==> config.mk <==
export PLATFORM = sky130hd
export DESIGN_NAME = fan_zone_thermal_limits
export DESIGN_NICKNAME = d
export VERILOG_FILES = /design/src/design/fztl_pkg.sv /design/src/design/fan_zone_thermal_limits.sv /design/src/design/fztl_zone.sv /design/src/design/fztl_xor_tree.sv
export SDC_FILE = /design/constraint.sdc
export NUM_CORES = 1
export LEC_CHECK = 0
export BUFFER_PORTS_ARGS = -buffer_cell sky130_fd_sc_hd__buf_2
export CELL_PAD_IN_SITES_DETAIL_PLACEMENT = 1
export CELL_PAD_IN_SITES_GLOBAL_PLACEMENT = 1
export CORE_AREA = 8 8 182 98
export CTS_CLUSTER_SIZE = 16
export DETAILED_ROUTE_END_ITERATION = 6
export DIE_AREA = 0 0 190 106
export PLACE_DENSITY_LB_ADDON = 0.1
export SLEW_MARGIN = 20
export SYNTH_ARGS = -nofsm -noshare
export SYNTH_HDL_FRONTEND = slang
export SYNTH_HIERARCHICAL = 1
export SYNTH_SLANG_ARGS = --single-unit
==> constraint.sdc <==
create_clock -name clk_sys -period 3 [get_ports clk_sys]
set_input_delay 0.9 -clock clk_sys [delete_from_list [all_inputs] [get_ports clk_sys]]
set_output_delay 0.9 -clock clk_sys [all_outputs]
set_load 0.01 [all_outputs]
==> src/design/fztl_pkg.sv <==
// fztl_pkg: register map, reset values and field positions of the fan zone limit bank
// assumes an 8-bit register address space driven by the management bus slave
`default_nettype none

package fztl_pkg;

    // ************************************************************
    // counts
    // ************************************************************
    localparam int unsigned NUM_ZONES = 3;

    // ************************************************************
    // register offsets
    // ************************************************************
    localparam logic [7:0] OFS_ZONE1_FAN_ON_LIMIT     = 8'h67;
    localparam logic [7:0] OFS_ZONE2_FAN_ON_LIMIT     = 8'h68;
    localparam logic [7:0] OFS_ZONE3_FAN_ON_LIMIT     = 8'h69;
    localparam logic [7:0] OFS_ZONE1_FULL_SPEED_LIMIT = 8'h6A;
    localparam logic [7:0] OFS_ZONE2_FULL_SPEED_LIMIT = 8'h6B;
    localparam logic [7:0] OFS_ZONE3_FULL_SPEED_LIMIT = 8'h6C;
    localparam logic [7:0] OFS_ZONE12_TURNOFF_MARGIN  = 8'h6D;
    localparam logic [7:0] OFS_ZONE3_TURNOFF_MARGIN   = 8'h6E;
    localparam logic [7:0] OFS_SCAN_TEST_CONTROL      = 8'h6F;

    // ************************************************************
    // reset values
    // ************************************************************
    localparam logic [7:0] RST_FAN_ON_LIMIT     = 8'h5A;
    localparam logic [7:0] RST_FULL_SPEED_LIMIT = 8'h64;
    localparam logic [7:0] RST_ZONE12_MARGIN    = 8'h44;
    localparam logic [7:0] RST_ZONE3_MARGIN     = 8'h40;
    localparam logic [7:0] RST_SCAN_TEST        = 8'h00;
    localparam logic [7:0] READ_UNMAPPED        = 8'h00;

    // ************************************************************
    // field positions and special codes
    // ************************************************************
    localparam int unsigned ZONE1_MARGIN_LSB   = 4;
    localparam int unsigned ZONE2_MARGIN_LSB   = 0;
    localparam int unsigned ZONE3_MARGIN_LSB   = 4;
    localparam int unsigned MARGIN_WIDTH       = 4;
    localparam int unsigned XOR_TREE_ENABLE_BIT = 0;
    localparam logic [7:0] FULL_SPEED_DISABLED = 8'h80;

endpackage : fztl_pkg

`default_nettype wire

==> src/design/fan_zone_thermal_limits.sv <==
// fan_zone_thermal_limits: limit, margin and test registers for three fan zones
// assumes an internal register port from the management bus slave, lock and start
// bits from the lock/start register, and zone temperatures from the monitor
`timescale 1ns/1ps
`default_nettype none

module fan_zone_thermal_limits
    import fztl_pkg::*;
#(
    parameter int unsigned NUM_TEST_PINS = 16
)
(
    input  wire logic                     clk_sys,
    input  wire logic                     resetn,
    input  wire logic                     clkEn,
    input  wire logic [7:0]               regAddr,
    input  wire logic                     regWrEn,
    input  wire logic [7:0]               regWrData,
    input  wire logic                     regRdEn,
    output logic      [7:0]               regRdData,
    input  wire logic                     lockIn,
    input  wire logic                     startIn,
    input  wire logic                     autoFanMode,
    input  wire logic [7:0]               zoneTemp1,
    input  wire logic [7:0]               zoneTemp2,
    input  wire logic [7:0]               zoneTemp3,
    input  wire logic [NUM_TEST_PINS-1:0] testPins,
    output logic      [2:0]               fanOn,
    output logic      [2:0]               fanRampUp,
    output logic      [2:0]               fanHoldMin,
    output logic      [2:0]               zoneOverTemp,
    output logic                          forceFullDuty,
    output logic                          xorTestMode,
    output logic                          xorTreeOut
);

    // ************************************************************
    // elaboration checks
    // ************************************************************
    generate
        if (NUM_TEST_PINS < 1) begin : g_bad_pins
            $error("fan_zone_thermal_limits needs at least one test pin");
        end
    endgenerate

    // ************************************************************
    // storage
    // ************************************************************
    logic [7:0] onLimit_q   [NUM_ZONES];
    logic [7:0] fullLimit_q [NUM_ZONES];
    logic [7:0] margin12_q;
    logic [3:0] margin3_q;
    logic       xorTreeEnable_q;
    logic       lockSticky_q;
    logic [7:0] regRdData_q;
    logic       forceFullDuty_q;

    logic [7:0] zoneTemp  [NUM_ZONES];
    logic [7:0] effOn     [NUM_ZONES];
    logic [7:0] effFull   [NUM_ZONES];
    logic [3:0] rawMargin [NUM_ZONES];
    logic [3:0] effMargin [NUM_ZONES];

    assign zoneTemp[0] = zoneTemp1;
    assign zoneTemp[1] = zoneTemp2;
    assign zoneTemp[2] = zoneTemp3;

    // ************************************************************
    // lock capture
    // ************************************************************
    always_ff @(posedge clk_sys or negedge resetn) begin
        if (!resetn) begin
            lockSticky_q <= 1'b0;
        end else if (clkEn) begin
            lockSticky_q <= lockSticky_q | lockIn;
        end
    end

    wire logic locked = lockSticky_q | lockIn;
    wire logic wrOk   = regWrEn & ~locked;

    // ************************************************************
    // write decode
    // ************************************************************
    wire logic wrMargin12 = wrOk && (regAddr == OFS_ZONE12_TURNOFF_MARGIN);
    wire logic wrMargin3  = wrOk && (regAddr == OFS_ZONE3_TURNOFF_MARGIN);
    wire logic wrTest     = wrOk && (regAddr == OFS_SCAN_TEST_CONTROL);
    wire logic wrXen      = regWrData[XOR_TREE_ENABLE_BIT];

    genvar gz;
    generate
        for (gz = 0; gz < NUM_ZONES; gz++) begin : g_zone
            wire logic wrOn   = wrOk && (regAddr == OFS_ZONE1_FAN_ON_LIMIT + 8'(gz));
            wire logic wrFull = wrOk && (regAddr == OFS_ZONE1_FULL_SPEED_LIMIT + 8'(gz));

            always_ff @(posedge clk_sys or negedge resetn) begin
                if (!resetn) begin
                    onLimit_q[gz]   <= RST_FAN_ON_LIMIT;
                    fullLimit_q[gz] <= RST_FULL_SPEED_LIMIT;
                end else if (clkEn) begin
                    if (wrOn) begin
                        onLimit_q[gz] <= regWrData;
                    end
                    if (wrFull) begin
                        fullLimit_q[gz] <= regWrData;
                    end
                end
            end

            // control sees reset values until start is set
            assign effOn[gz]   = startIn ? onLimit_q[gz] : RST_FAN_ON_LIMIT;
            assign effFull[gz] = startIn ? fullLimit_q[gz] : RST_FULL_SPEED_LIMIT;
            assign effMargin[gz] = startIn ? rawMargin[gz] :
                (gz == 0) ? RST_ZONE12_MARGIN[ZONE1_MARGIN_LSB +: MARGIN_WIDTH] :
                (gz == 1) ? RST_ZONE12_MARGIN[ZONE2_MARGIN_LSB +: MARGIN_WIDTH] :
                            RST_ZONE3_MARGIN[ZONE3_MARGIN_LSB +: MARGIN_WIDTH];

            fztl_zone u_zone (
                .clk_sys   (clk_sys),
                .resetn    (resetn),
                .clkEn     (clkEn),
                .zoneTemp  (zoneTemp[gz]),
                .onLimit   (effOn[gz]),
                .fullLimit (effFull[gz]),
                .margin    (effMargin[gz]),
                .fanOn     (fanOn[gz]),
                .rampUp    (fanRampUp[gz]),
                .holdMin   (fanHoldMin[gz]),
                .overTemp  (zoneOverTemp[gz])
            );
        end
    endgenerate

    // ************************************************************
    // margin and test registers
    // ************************************************************
    assign rawMargin[0] = margin12_q[ZONE1_MARGIN_LSB +: MARGIN_WIDTH];
    assign rawMargin[1] = margin12_q[ZONE2_MARGIN_LSB +: MARGIN_WIDTH];
    assign rawMargin[2] = margin3_q;

    always_ff @(posedge clk_sys or negedge resetn) begin
        if (!resetn) begin
            margin12_q      <= RST_ZONE12_MARGIN;
            margin3_q       <= RST_ZONE3_MARGIN[ZONE3_MARGIN_LSB +: MARGIN_WIDTH];
            xorTreeEnable_q <= RST_SCAN_TEST[XOR_TREE_ENABLE_BIT];
        end else if (clkEn) begin
            if (wrMargin12) begin
                margin12_q <= regWrData;
            end
            if (wrMargin3) begin
                margin3_q <= regWrData[ZONE3_MARGIN_LSB +: MARGIN_WIDTH];
            end
            if (wrTest) begin
                xorTreeEnable_q <= wrXen;
            end
        end
    end

    wire logic effXen = startIn & xorTreeEnable_q;

    // ************************************************************
    // read path
    // ************************************************************
    wire logic [7:0] margin3Read = {margin3_q, 4'h0};
    wire logic [7:0] testRead    = {7'h00, xorTreeEnable_q};
    logic      [7:0] rdMux;

    always_comb begin
        case (regAddr)
            OFS_ZONE1_FAN_ON_LIMIT:     rdMux = onLimit_q[0];
            OFS_ZONE2_FAN_ON_LIMIT:     rdMux = onLimit_q[1];
            OFS_ZONE3_FAN_ON_LIMIT:     rdMux = onLimit_q[2];
            OFS_ZONE1_FULL_SPEED_LIMIT: rdMux = fullLimit_q[0];
            OFS_ZONE2_FULL_SPEED_LIMIT: rdMux = fullLimit_q[1];
            OFS_ZONE3_FULL_SPEED_LIMIT: rdMux = fullLimit_q[2];
            OFS_ZONE12_TURNOFF_MARGIN:  rdMux = margin12_q;
            OFS_ZONE3_TURNOFF_MARGIN:   rdMux = margin3Read;
            OFS_SCAN_TEST_CONTROL:      rdMux = testRead;
            default:                    rdMux = READ_UNMAPPED;
        endcase
    end

    always_ff @(posedge clk_sys or negedge resetn) begin
        if (!resetn) begin
            regRdData_q <= READ_UNMAPPED;
        end else if (clkEn && regRdEn) begin
            regRdData_q <= rdMux;
        end
    end

    // ************************************************************
    // full duty override
    // ************************************************************
    always_ff @(posedge clk_sys or negedge resetn) begin
        if (!resetn) begin
            forceFullDuty_q <= 1'b0;
        end else if (clkEn) begin
            forceFullDuty_q <= autoFanMode & (|zoneOverTemp);
        end
    end

    // ************************************************************
    // xor test tree
    // ************************************************************
    fztl_xor_tree #(
        .NUM_TEST_PINS (NUM_TEST_PINS)
    ) u_xor_tree (
        .clk_sys    (clk_sys),
        .resetn     (resetn),
        .clkEn      (clkEn),
        .treeEnable (effXen),
        .testPins   (testPins),
        .treeOut    (xorTreeOut)
    );

    assign regRdData     = regRdData_q;
    assign forceFullDuty = forceFullDuty_q;
    assign xorTestMode   = effXen;
endmodule // fan_zone_thermal_limits

`default_nettype wire

==> src/design/fztl_zone.sv <==
// fztl_zone: per-zone fan on/off decision with turn-off margin and full speed trip
// assumes temperature and limits are signed 8-bit values synchronous to clk_sys
`timescale 1ns/1ps
`default_nettype none

module fztl_zone
    import fztl_pkg::*;
(
    input  wire logic       clk_sys,
    input  wire logic       resetn,
    input  wire logic       clkEn,
    input  wire logic [7:0] zoneTemp,
    input  wire logic [7:0] onLimit,
    input  wire logic [7:0] fullLimit,
    input  wire logic [3:0] margin,
    output logic            fanOn,
    output logic            rampUp,
    output logic            holdMin,
    output logic            overTemp
);

    typedef enum logic {ZS_OFF, ZS_RUN} fztl_zstate_t;

    fztl_zstate_t state_q;
    fztl_zstate_t state_d;
    logic         fanOn_q;
    logic         rampUp_q;
    logic         holdMin_q;
    logic         overTemp_q;

    // ************************************************************
    // signed compares
    // ************************************************************
    wire logic signed [9:0] tempX     = {{2{zoneTemp[7]}}, zoneTemp};
    wire logic signed [9:0] limitX    = {{2{onLimit[7]}}, onLimit};
    wire logic signed [9:0] offThresh = limitX - $signed({6'h00, margin});
    wire logic              atOrAbove = tempX >= limitX;
    wire logic              aboveLim  = tempX > limitX;
    wire logic              belowLim  = tempX < limitX;
    wire logic              belowOff  = tempX < offThresh;
    wire logic              tripFull  = (fullLimit != FULL_SPEED_DISABLED) &&
                                        ($signed(zoneTemp) > $signed(fullLimit));

    always_comb begin
        state_d = state_q;
        case (state_q)
            ZS_OFF:  if (atOrAbove) state_d = ZS_RUN;
            ZS_RUN:  if (belowOff) state_d = ZS_OFF;
            default: state_d = ZS_OFF;
        endcase
    end

    always_ff @(posedge clk_sys or negedge resetn) begin
        if (!resetn) begin
            state_q    <= ZS_OFF;
            fanOn_q    <= 1'b0;
            rampUp_q   <= 1'b0;
            holdMin_q  <= 1'b0;
            overTemp_q <= 1'b0;
        end else if (clkEn) begin
            state_q    <= state_d;
            fanOn_q    <= state_d == ZS_RUN;
            rampUp_q   <= (state_d == ZS_RUN) && aboveLim;
            holdMin_q  <= (state_d == ZS_RUN) && belowLim;
            overTemp_q <= tripFull;
        end
    end

    assign fanOn    = fanOn_q;
    assign rampUp   = rampUp_q;
    assign holdMin  = holdMin_q;
    assign overTemp = overTemp_q;
endmodule // fztl_zone

`default_nettype wire

==> src/design/fztl_xor_tree.sv <==
// fztl_xor_tree: parity tree over the test pins for board connectivity test
// assumes the management bus pins are not part of testPins
`timescale 1ns/1ps
`default_nettype none

module fztl_xor_tree
    import fztl_pkg::*;
#(
    parameter int unsigned NUM_TEST_PINS = 16
)
(
    input  wire logic                     clk_sys,
    input  wire logic                     resetn,
    input  wire logic                     clkEn,
    input  wire logic                     treeEnable,
    input  wire logic [NUM_TEST_PINS-1:0] testPins,
    output logic                          treeOut
);

    logic treeOut_q;

    generate
        if (NUM_TEST_PINS < 1) begin : g_bad
            $error("fztl_xor_tree needs at least one test pin");
        end
    endgenerate

    // ************************************************************
    // tree
    // ************************************************************
    wire logic parity = ^testPins;

    always_ff @(posedge clk_sys or negedge resetn) begin
        if (!resetn) begin
            treeOut_q <= 1'b0;
        end else if (clkEn) begin
            treeOut_q <= treeEnable & parity;
        end
    end

    assign treeOut = treeOut_q;
endmodule // fztl_xor_tree

`default_nettype wire

==> results of run 1 <==
## synthesized netlist by cell type, drive strengths merged, types with 5 or more instances
| library cell | number | area share |
|---|---|---|
| inv | 85 | 0.046 |
| ha | 84 | 0.15 |
| mux2 | 65 | 0.11 |
| dfrtp | 60 | 0.22 |
| and2 | 37 | 0.034 |
| nand2b | 37 | 0.034 |
| nor2 | 34 | 0.020 |
| a21oi | 33 | 0.025 |
| xnor2 | 26 | 0.033 |
| dfstp | 24 | 0.092 |
| nand2 | 24 | 0.013 |
| nand3 | 21 | 0.015 |
| o21ai | 20 | 0.015 |
| nor3 | 19 | 0.017 |
| nand4 | 16 | 0.015 |
| o211ai | 14 | 0.016 |
| clkbuf | 13 | 0.0071 |
| nor2b | 12 | 0.011 |
| a21o | 10 | 0.011 |
| nor4 | 8 | 0.0073 |
| a22o | 7 | 0.0089 |
| a22oi | 7 | 0.0076 |
| mux2i | 7 | 0.010 |
| a211oi | 6 | 0.0066 |
| a32o | 5 | 0.0073 |
| xor2 | 5 | 0.0064 |
## power by group through the flow
stage                     Clock (uW)  Sequential (uW)  Combinational, uW
final                           1240             1220                760
after floorplan                    0             1250                373
after global routing            1310             1230                832
after global placement             0             1240                666
after detailed placement           0             1240                709
after CTS                       1260             1220                743
## sequential cells by signal (all words and copies together), names as in the netlist, 3 cells and up
signal	cells
fullLimit_q	24
g_zone.u_zone/fanOn	3
g_zone.u_zone/holdMin	3
regRdData	8
g_zone.u_zone/rampUp	3
margin12_q	8
g_zone.u_zone/overTemp	3
onLimit_q	24
margin3_q	4
## routing by layer
metal  part of all wire  routed length, um
met5                  0                  0
met4             0.0072                183
met1               0.48              12200
met3              0.093               2360
met2               0.42              10600
## cell usage in the layout (no fill, tap or decap), drive strengths merged, types with 4 or more instances in the layout
cell	count
mux2	65
clkbuf	9
o21ai	20
a21o	10
nor3	19
dfrtp	60
ha	84
mux2i	7
nor2	34
dfstp	24
a31oi	4
a22o	7
nand3	21
nand2	24
nand4	16
xor2	5
a32o	5
a32oi	4
a2111oi	4
a21oi	33
o211ai	14
xnor2	26
buf	168
a22oi	7
inv	91
a211oi	6
nand2b	37
nor2b	12
and2	37
nor4	8
## final timing paths
| check | from | to | cells past startpoint |
|---|---|---|---|
| max reg2reg | onLimit_q[17] | g_zone[0].u_zone/rampUp | 12 |
| min | lockSticky_q | lockSticky_q | 1 |
| max | startIn | g_zone[2].u_zone/fanOn | 17 |
| min reg2reg | lockSticky_q | lockSticky_q | 1 |
| max in group asynchronous | resetn | margin12_q[6] | 2 |
| min in group asynchronous | resetn | g_zone[1].u_zone/fanOn | 1 |
## layout make-up
class	instances	area, um^2
Antenna cell	1	2.50
Clock buffer	9	225
Clock inverter	7	87.6
Fill cell	1799	6890
Inverter	85	322
Multi-Input combinational cell	541	4550
Sequential cell	84	2130
Tap cell	210	263
Timing Repair Buffer	168	1100
## what timing repair did
item,4_1_cts,5_1_grt
resized for setup,20,19
endpoints found under the hold margin,0,0
buffers inserted,11,2
endpoints found under the setup margin,9,9
pin swaps,22,16
hold buffers,0,0
## per-stage QoR
stage	setup TNS, ps	utilization	instances
4_1_cts	-535	0.551	1102
2_1_floorplan	-1550	-	726
5_1_grt	-1630	0.557	1104
6_report	-588	0.558	1105
3_3_place_gp	-4070	0.522	1075
3_5_place_dp	-5720	0.522	1075
## logic make-up (layout without fill, tap and decap cells)
| family | after synthesis | after routing | share of synthesized area |
|---|---|---|---|
| AO/OA/AOI/OAI | 137 | 137 | 0.140 |
| adder cells (fa/ha/maj) | 87 | 87 | 0.162 |
| other | 0 | 1 | 0 |
| buffers and inverters | 101 | 269 | 0.0553 |
| flip-flops | 84 | 84 | 0.310 |
| XOR/XNOR | 31 | 31 | 0.0395 |
| AND/OR/NAND/NOR | 213 | 213 | 0.173 |
| multiplexers | 73 | 73 | 0.120 |
## worst register-to-register path, delay by kind of cell (launching register included)
kind	cells	cell delay, ps
AO/OA/AOI/OAI	5	890
adder cells (fa/ha/maj)	2	670
flip-flops	1	590
buffers and inverters	3	320
AND/OR/NAND/NOR	1	150
XOR/XNOR	1	130
==> flow_metrics.tcl, run 1 <==
set metrics [dict create \
    max-cap-violations 0 \
    final_net_count 1040 \
    initial_core_util 0.442 \
    final-setup-viol-count 7 \
    grt_usage 0.251 \
    syn_inst 726 \
    drc 0 \
    die-area_um2 20100 \
    hpwl_um 20200 \
    path_class "in2reg" \
    clk_pin_slew_ps 80 \
    worstPathArrival_ps 3420 \
    timing.reg2reg.setup_slack_ps 150 \
    worst-path-buf-inv 5 \
    die_x_um 190 \
    io-pin-count 87 \
    rsz0062_at_grt "true" \
    status "finished, violations left" \
    cp.required_ps 3280 \
    power_density_nw_per_um2 372 \
    yosysSeqAreaShare 0.310 \
    clock.fmax_ghz 0.318 \
    max_stage_delay_ps 310 \
    met3_usage 0.0931 \
    worstSetupEndpointType "flop" \
    dr.pass1.iters 5 \
    detail_route.wirelength_um 25400 \
    antenna_found_initial 0 \
    final_max_slew_viol_count 0 \
    postSynthAreaPerCell_um2 9.47 \
    slew_headroom 0.566 \
    cts_tree "yes" \
    area_growth_pct 26.2 \
    hold_viol_final 0 \
    yosys_warnings 6 \
    tightest_slew_ps 645 \
    vdd_ir_drop_max_mv 0.215 \
    grtUsageMet1 0.359 \
    cts_made_buffers 9 \
    power_leakage_uw 0.00409 \
    cpMaxStageDelayCell "ha_1" \
    grt_busiest_layer "met2" \
    hp-class "reg2reg" \
    min_period_over_period 1.05 \
    vias_per_cell 5.75 \
    p_int_uw 2190 \
    syn-num-nets 877 \
    root_buffer "clkbuf_16" \
    pre_cts_slack_ps -795 \
    clk_latency_ps 360 \
    grt_max_degree 45 \
    die_h_um 106 \
    placed_cell_area_um2 8120 \
    whs_ps 476 \
    p_sw_uw 1040 \
    drive_gt1_frac 0.368 \
    first_global_vias 6717 \
    swShare 0.322 \
    startpoint_type "input pin" \
    synth_cell_types 56 \
    synth_edf_count 0 \
    p_seq_frac 0.379 \
    synth_ff_type "dfrtp_1" \
    layout_min_cycle_time_ps 3140 \
    pwr-share-clk 0.385 \
    async_flop_share 1.00 \
    critical-path-top-delay-family "compound AO/OA/AOI/OAI gates" \
    numClockSinks 84 \
    gr-usage-met2 0.362 \
    place.gp.congestion 0.933 \
    io_buffers 86 \
    path_cells "buf_12 > buf_12 > and2_4 > inv_1 > ha_1 > nor2b_1 > o21ai_2 > a21boi_1 > nor3_1 > xnor2_1 > ha_1 > inv_1 > o211ai_1 > nand2_1 > buf_4 > o211ai_1 > o2bb2ai_1" \
    fin_ws_ps -144 \
    ant_nets 0 \
    ys_ff_latch 84 \
    fin_area_um2 8680 \
    finalPower_uw 3220 \
    crit_fanout 12 \
    dr_total_vias 6353 \
    cts_buffer_depth 2 \
    coreArea_um2 15600 \
    clock_skew_ps 13.9 \
    syn_area_um2 6870 \
    rows 33 \
    grt-ovfl-total 0 \
    violations "negative setup slack" \
    h-tree-depth 3 \
    drtIter0Drc 452 \
    grt_pass1_wl_um 39200 \
    wl_per_cell_um 23.0 \
    combPwrFrac 0.236 \
]
Note: power is estimated with default switching activity, not from simulation.
==> inputs of run 2 (changes only) <==
--- a/config.mk
+++ b/config.mk
@@ -12,7 +12,8 @@
 export CTS_CLUSTER_SIZE = 16
 export DETAILED_ROUTE_END_ITERATION = 6
 export DIE_AREA = 0 0 190 106
-export PLACE_DENSITY_LB_ADDON = 0.1
+export GPL_TIMING_DRIVEN = 0
+export PLACE_DENSITY = 0.8
 export SLEW_MARGIN = 20
 export SYNTH_ARGS = -nofsm -noshare
 export SYNTH_HDL_FRONTEND = slang
==> flow_metrics.tcl, run 2 (synthesized netlist as in run 1, its figures left out) <==
set metrics [dict create \
    power_density_nw_per_um2 365 \
    cts_tree "yes" \
    h-tree-depth 3 \
    n_antenna_cell 0 \
    rows 33 \
    initial_core_util 0.442 \
    stdcell_count 1058 \
    root_buffer "clkbuf_16" \
    die_h_um 106 \
    finalPower_uw 3040 \
    tightest_slew_ps 938 \
    multiInputGateArea_um2 4580 \
    vdd_ir_drop_max_mv 0.285 \
    grt_max_degree 58 \
    clock_skew_ps 16.0 \
    layout_min_cycle_time_ps 3230 \
    crit_fanout 8 \
    cts_buffer_depth 2 \
    hold_viol_final 0 \
    crit_start "startIn" \
    slew_headroom 0.369 \
    coreArea_um2 15600 \
    worstSetupEndpointType "flop" \
    area_growth_pct 21.2 \
    mostFrequentLayoutCell "buf_2" \
    grt_pass1_wl_um 38600 \
    rsz0062_at_grt "true" \
    numClockSinks 84 \
    die_x_um 190 \
    placed_cell_area_um2 7700 \
    p_seq_frac 0.400 \
    hp-class "reg2reg" \
    p_int_uw 2070 \
    final_max_slew_viol_count 0 \
    drc 0 \
    detail_route.wirelength_um 24900 \
    cp.required_ps 3240 \
    power_leakage_uw 0.00385 \
    cts_made_buffers 9 \
    combPwrFrac 0.246 \
    first_global_vias 6584 \
    status "finished, violations left" \
    final_net_count 994 \
    grt-ovfl-total 0 \
    grt_usage 0.249 \
    fin_ws_ps -227 \
    regToRegStartpoint "onLimit_q[17]" \
    place.gp.congestion 0.966 \
    hpwl_um 19900 \
    min_period_over_period 1.08 \
    p_sw_uw 968 \
    drive_gt1_frac 0.327 \
    final-setup-viol-count 9 \
    hold_start "lockSticky_q" \
    vias_per_cell 5.88 \
    register_area_um2 2130 \
    clock.fmax_ghz 0.310 \
    io-pin-count 87 \
    die-area_um2 20100 \
    fin_area_um2 8330 \
    ant_nets 0 \
    drtIter0Drc 489 \
    path_class "in2reg" \
    startpoint_type "input pin" \
    pwr-share-clk 0.353 \
    mostFrequentLayoutCells "buf_2, inv_1, ha_1" \
    dr.pass1.iters 5 \
    pre_cts_slack_ps -1020 \
    swShare 0.319 \
    worstPathArrival_ps 3470 \
    dp.cells 1023 \
    antenna_found_initial 1 \
    fill_cells 1767 \
    cts_hold_buf 0 \
    wl_per_cell_um 23.5 \
    clk_latency_ps 360 \
    dr_total_vias 6216 \
    max-cap-violations 0 \
    top_regs "fullLimit_q (24), onLimit_q (24)" \
    clk_pin_slew_ps 70 \
    io_buffers 86 \
    violations "negative setup slack" \
]
run 2: changes by cell type in the layout (fill, tap and decap cells not counted), moves of 3 or more:
cell       before  now
inv_6           4    1
a21oi_2        10    7
clkbuf_16       9   12
clkbuf_1        0    9
buf_4          80   19
run 2: through the flow:
step                hold slack [ps]   util  TNS, ps
finish                          461  0.535    -1240
global route                    496  0.535    -2490
CTS                             464  0.532    -1000
detailed placement              449  0.495   -15480
global placement                439  0.493   -13610
floorplan                       429      -    -1550
run 2: power by group through the flow:
| stage | clock network [uW] | registers (uW) | logic, uW |
|---|---|---|---|
| after floorplan | 0 | 1250 | 373 |
| after global placement | 0 | 1230 | 631 |
| after detailed placement | 0 | 1240 | 678 |
| after CTS | 1080 | 1220 | 735 |
| after global routing | 1140 | 1220 | 820 |
| final | 1070 | 1220 | 748 |
run 2: timing repair:
action | CTS | global route
cloned | 1 | 0
pin swaps | 32 | 16
gates resized for setup | 46 | 12
setup endpoints to repair | 9 | 14
setup buffers | 15 | 3
run 2: area by class of cell:
type | instances | share of cell area
buffer | 16 | 0.0171
clock buffer | 12 | 0.0284
inverter | 85 | 0.0389
clock inverter | 4 | 0.00406
tap | 210 | 0.0316
sequential | 84 | 0.256
multi-input combinational | 541 | 0.550
timing repair buffer | 106 | 0.0742
run 2: critical path: stages:
cell and delay, ps:
buf_12 110, clkbuf_16 130, and2_4 160, inv_4 40, ha_4 160, fa_2 380, inv_2 70, a21oi_2 50
o21bai_2 200, nor3_2 80, xnor2_1 140, ha_1 330, a21oi_2 140, o211ai_1 90, nand2_1 90, o211ai_1 120
a32o_2 270
run 2: routing by layer:
layer	track usage	vias up	routed length, um
met4	0.0583	2	314
li1	-	2829	-
met2	0.354	247	10300
met5	0	-	12
met3	0.0912	27	2480
met1	0.353	3111	11800
run 2: path summary, 6_finish.rpt:
check                      slack (ps)  depth (start not counted)                       to
max                              -230                         17  g_zone[0].u_zone/rampUp
min in group asynchronous         470                          1             onLimit_q[5]
min reg2reg                       460                          1             lockSticky_q
min                               460                          1             lockSticky_q
max in group asynchronous        1850                          2            onLimit_q[12]
max reg2reg                        40                         14  g_zone[0].u_zone/rampUp
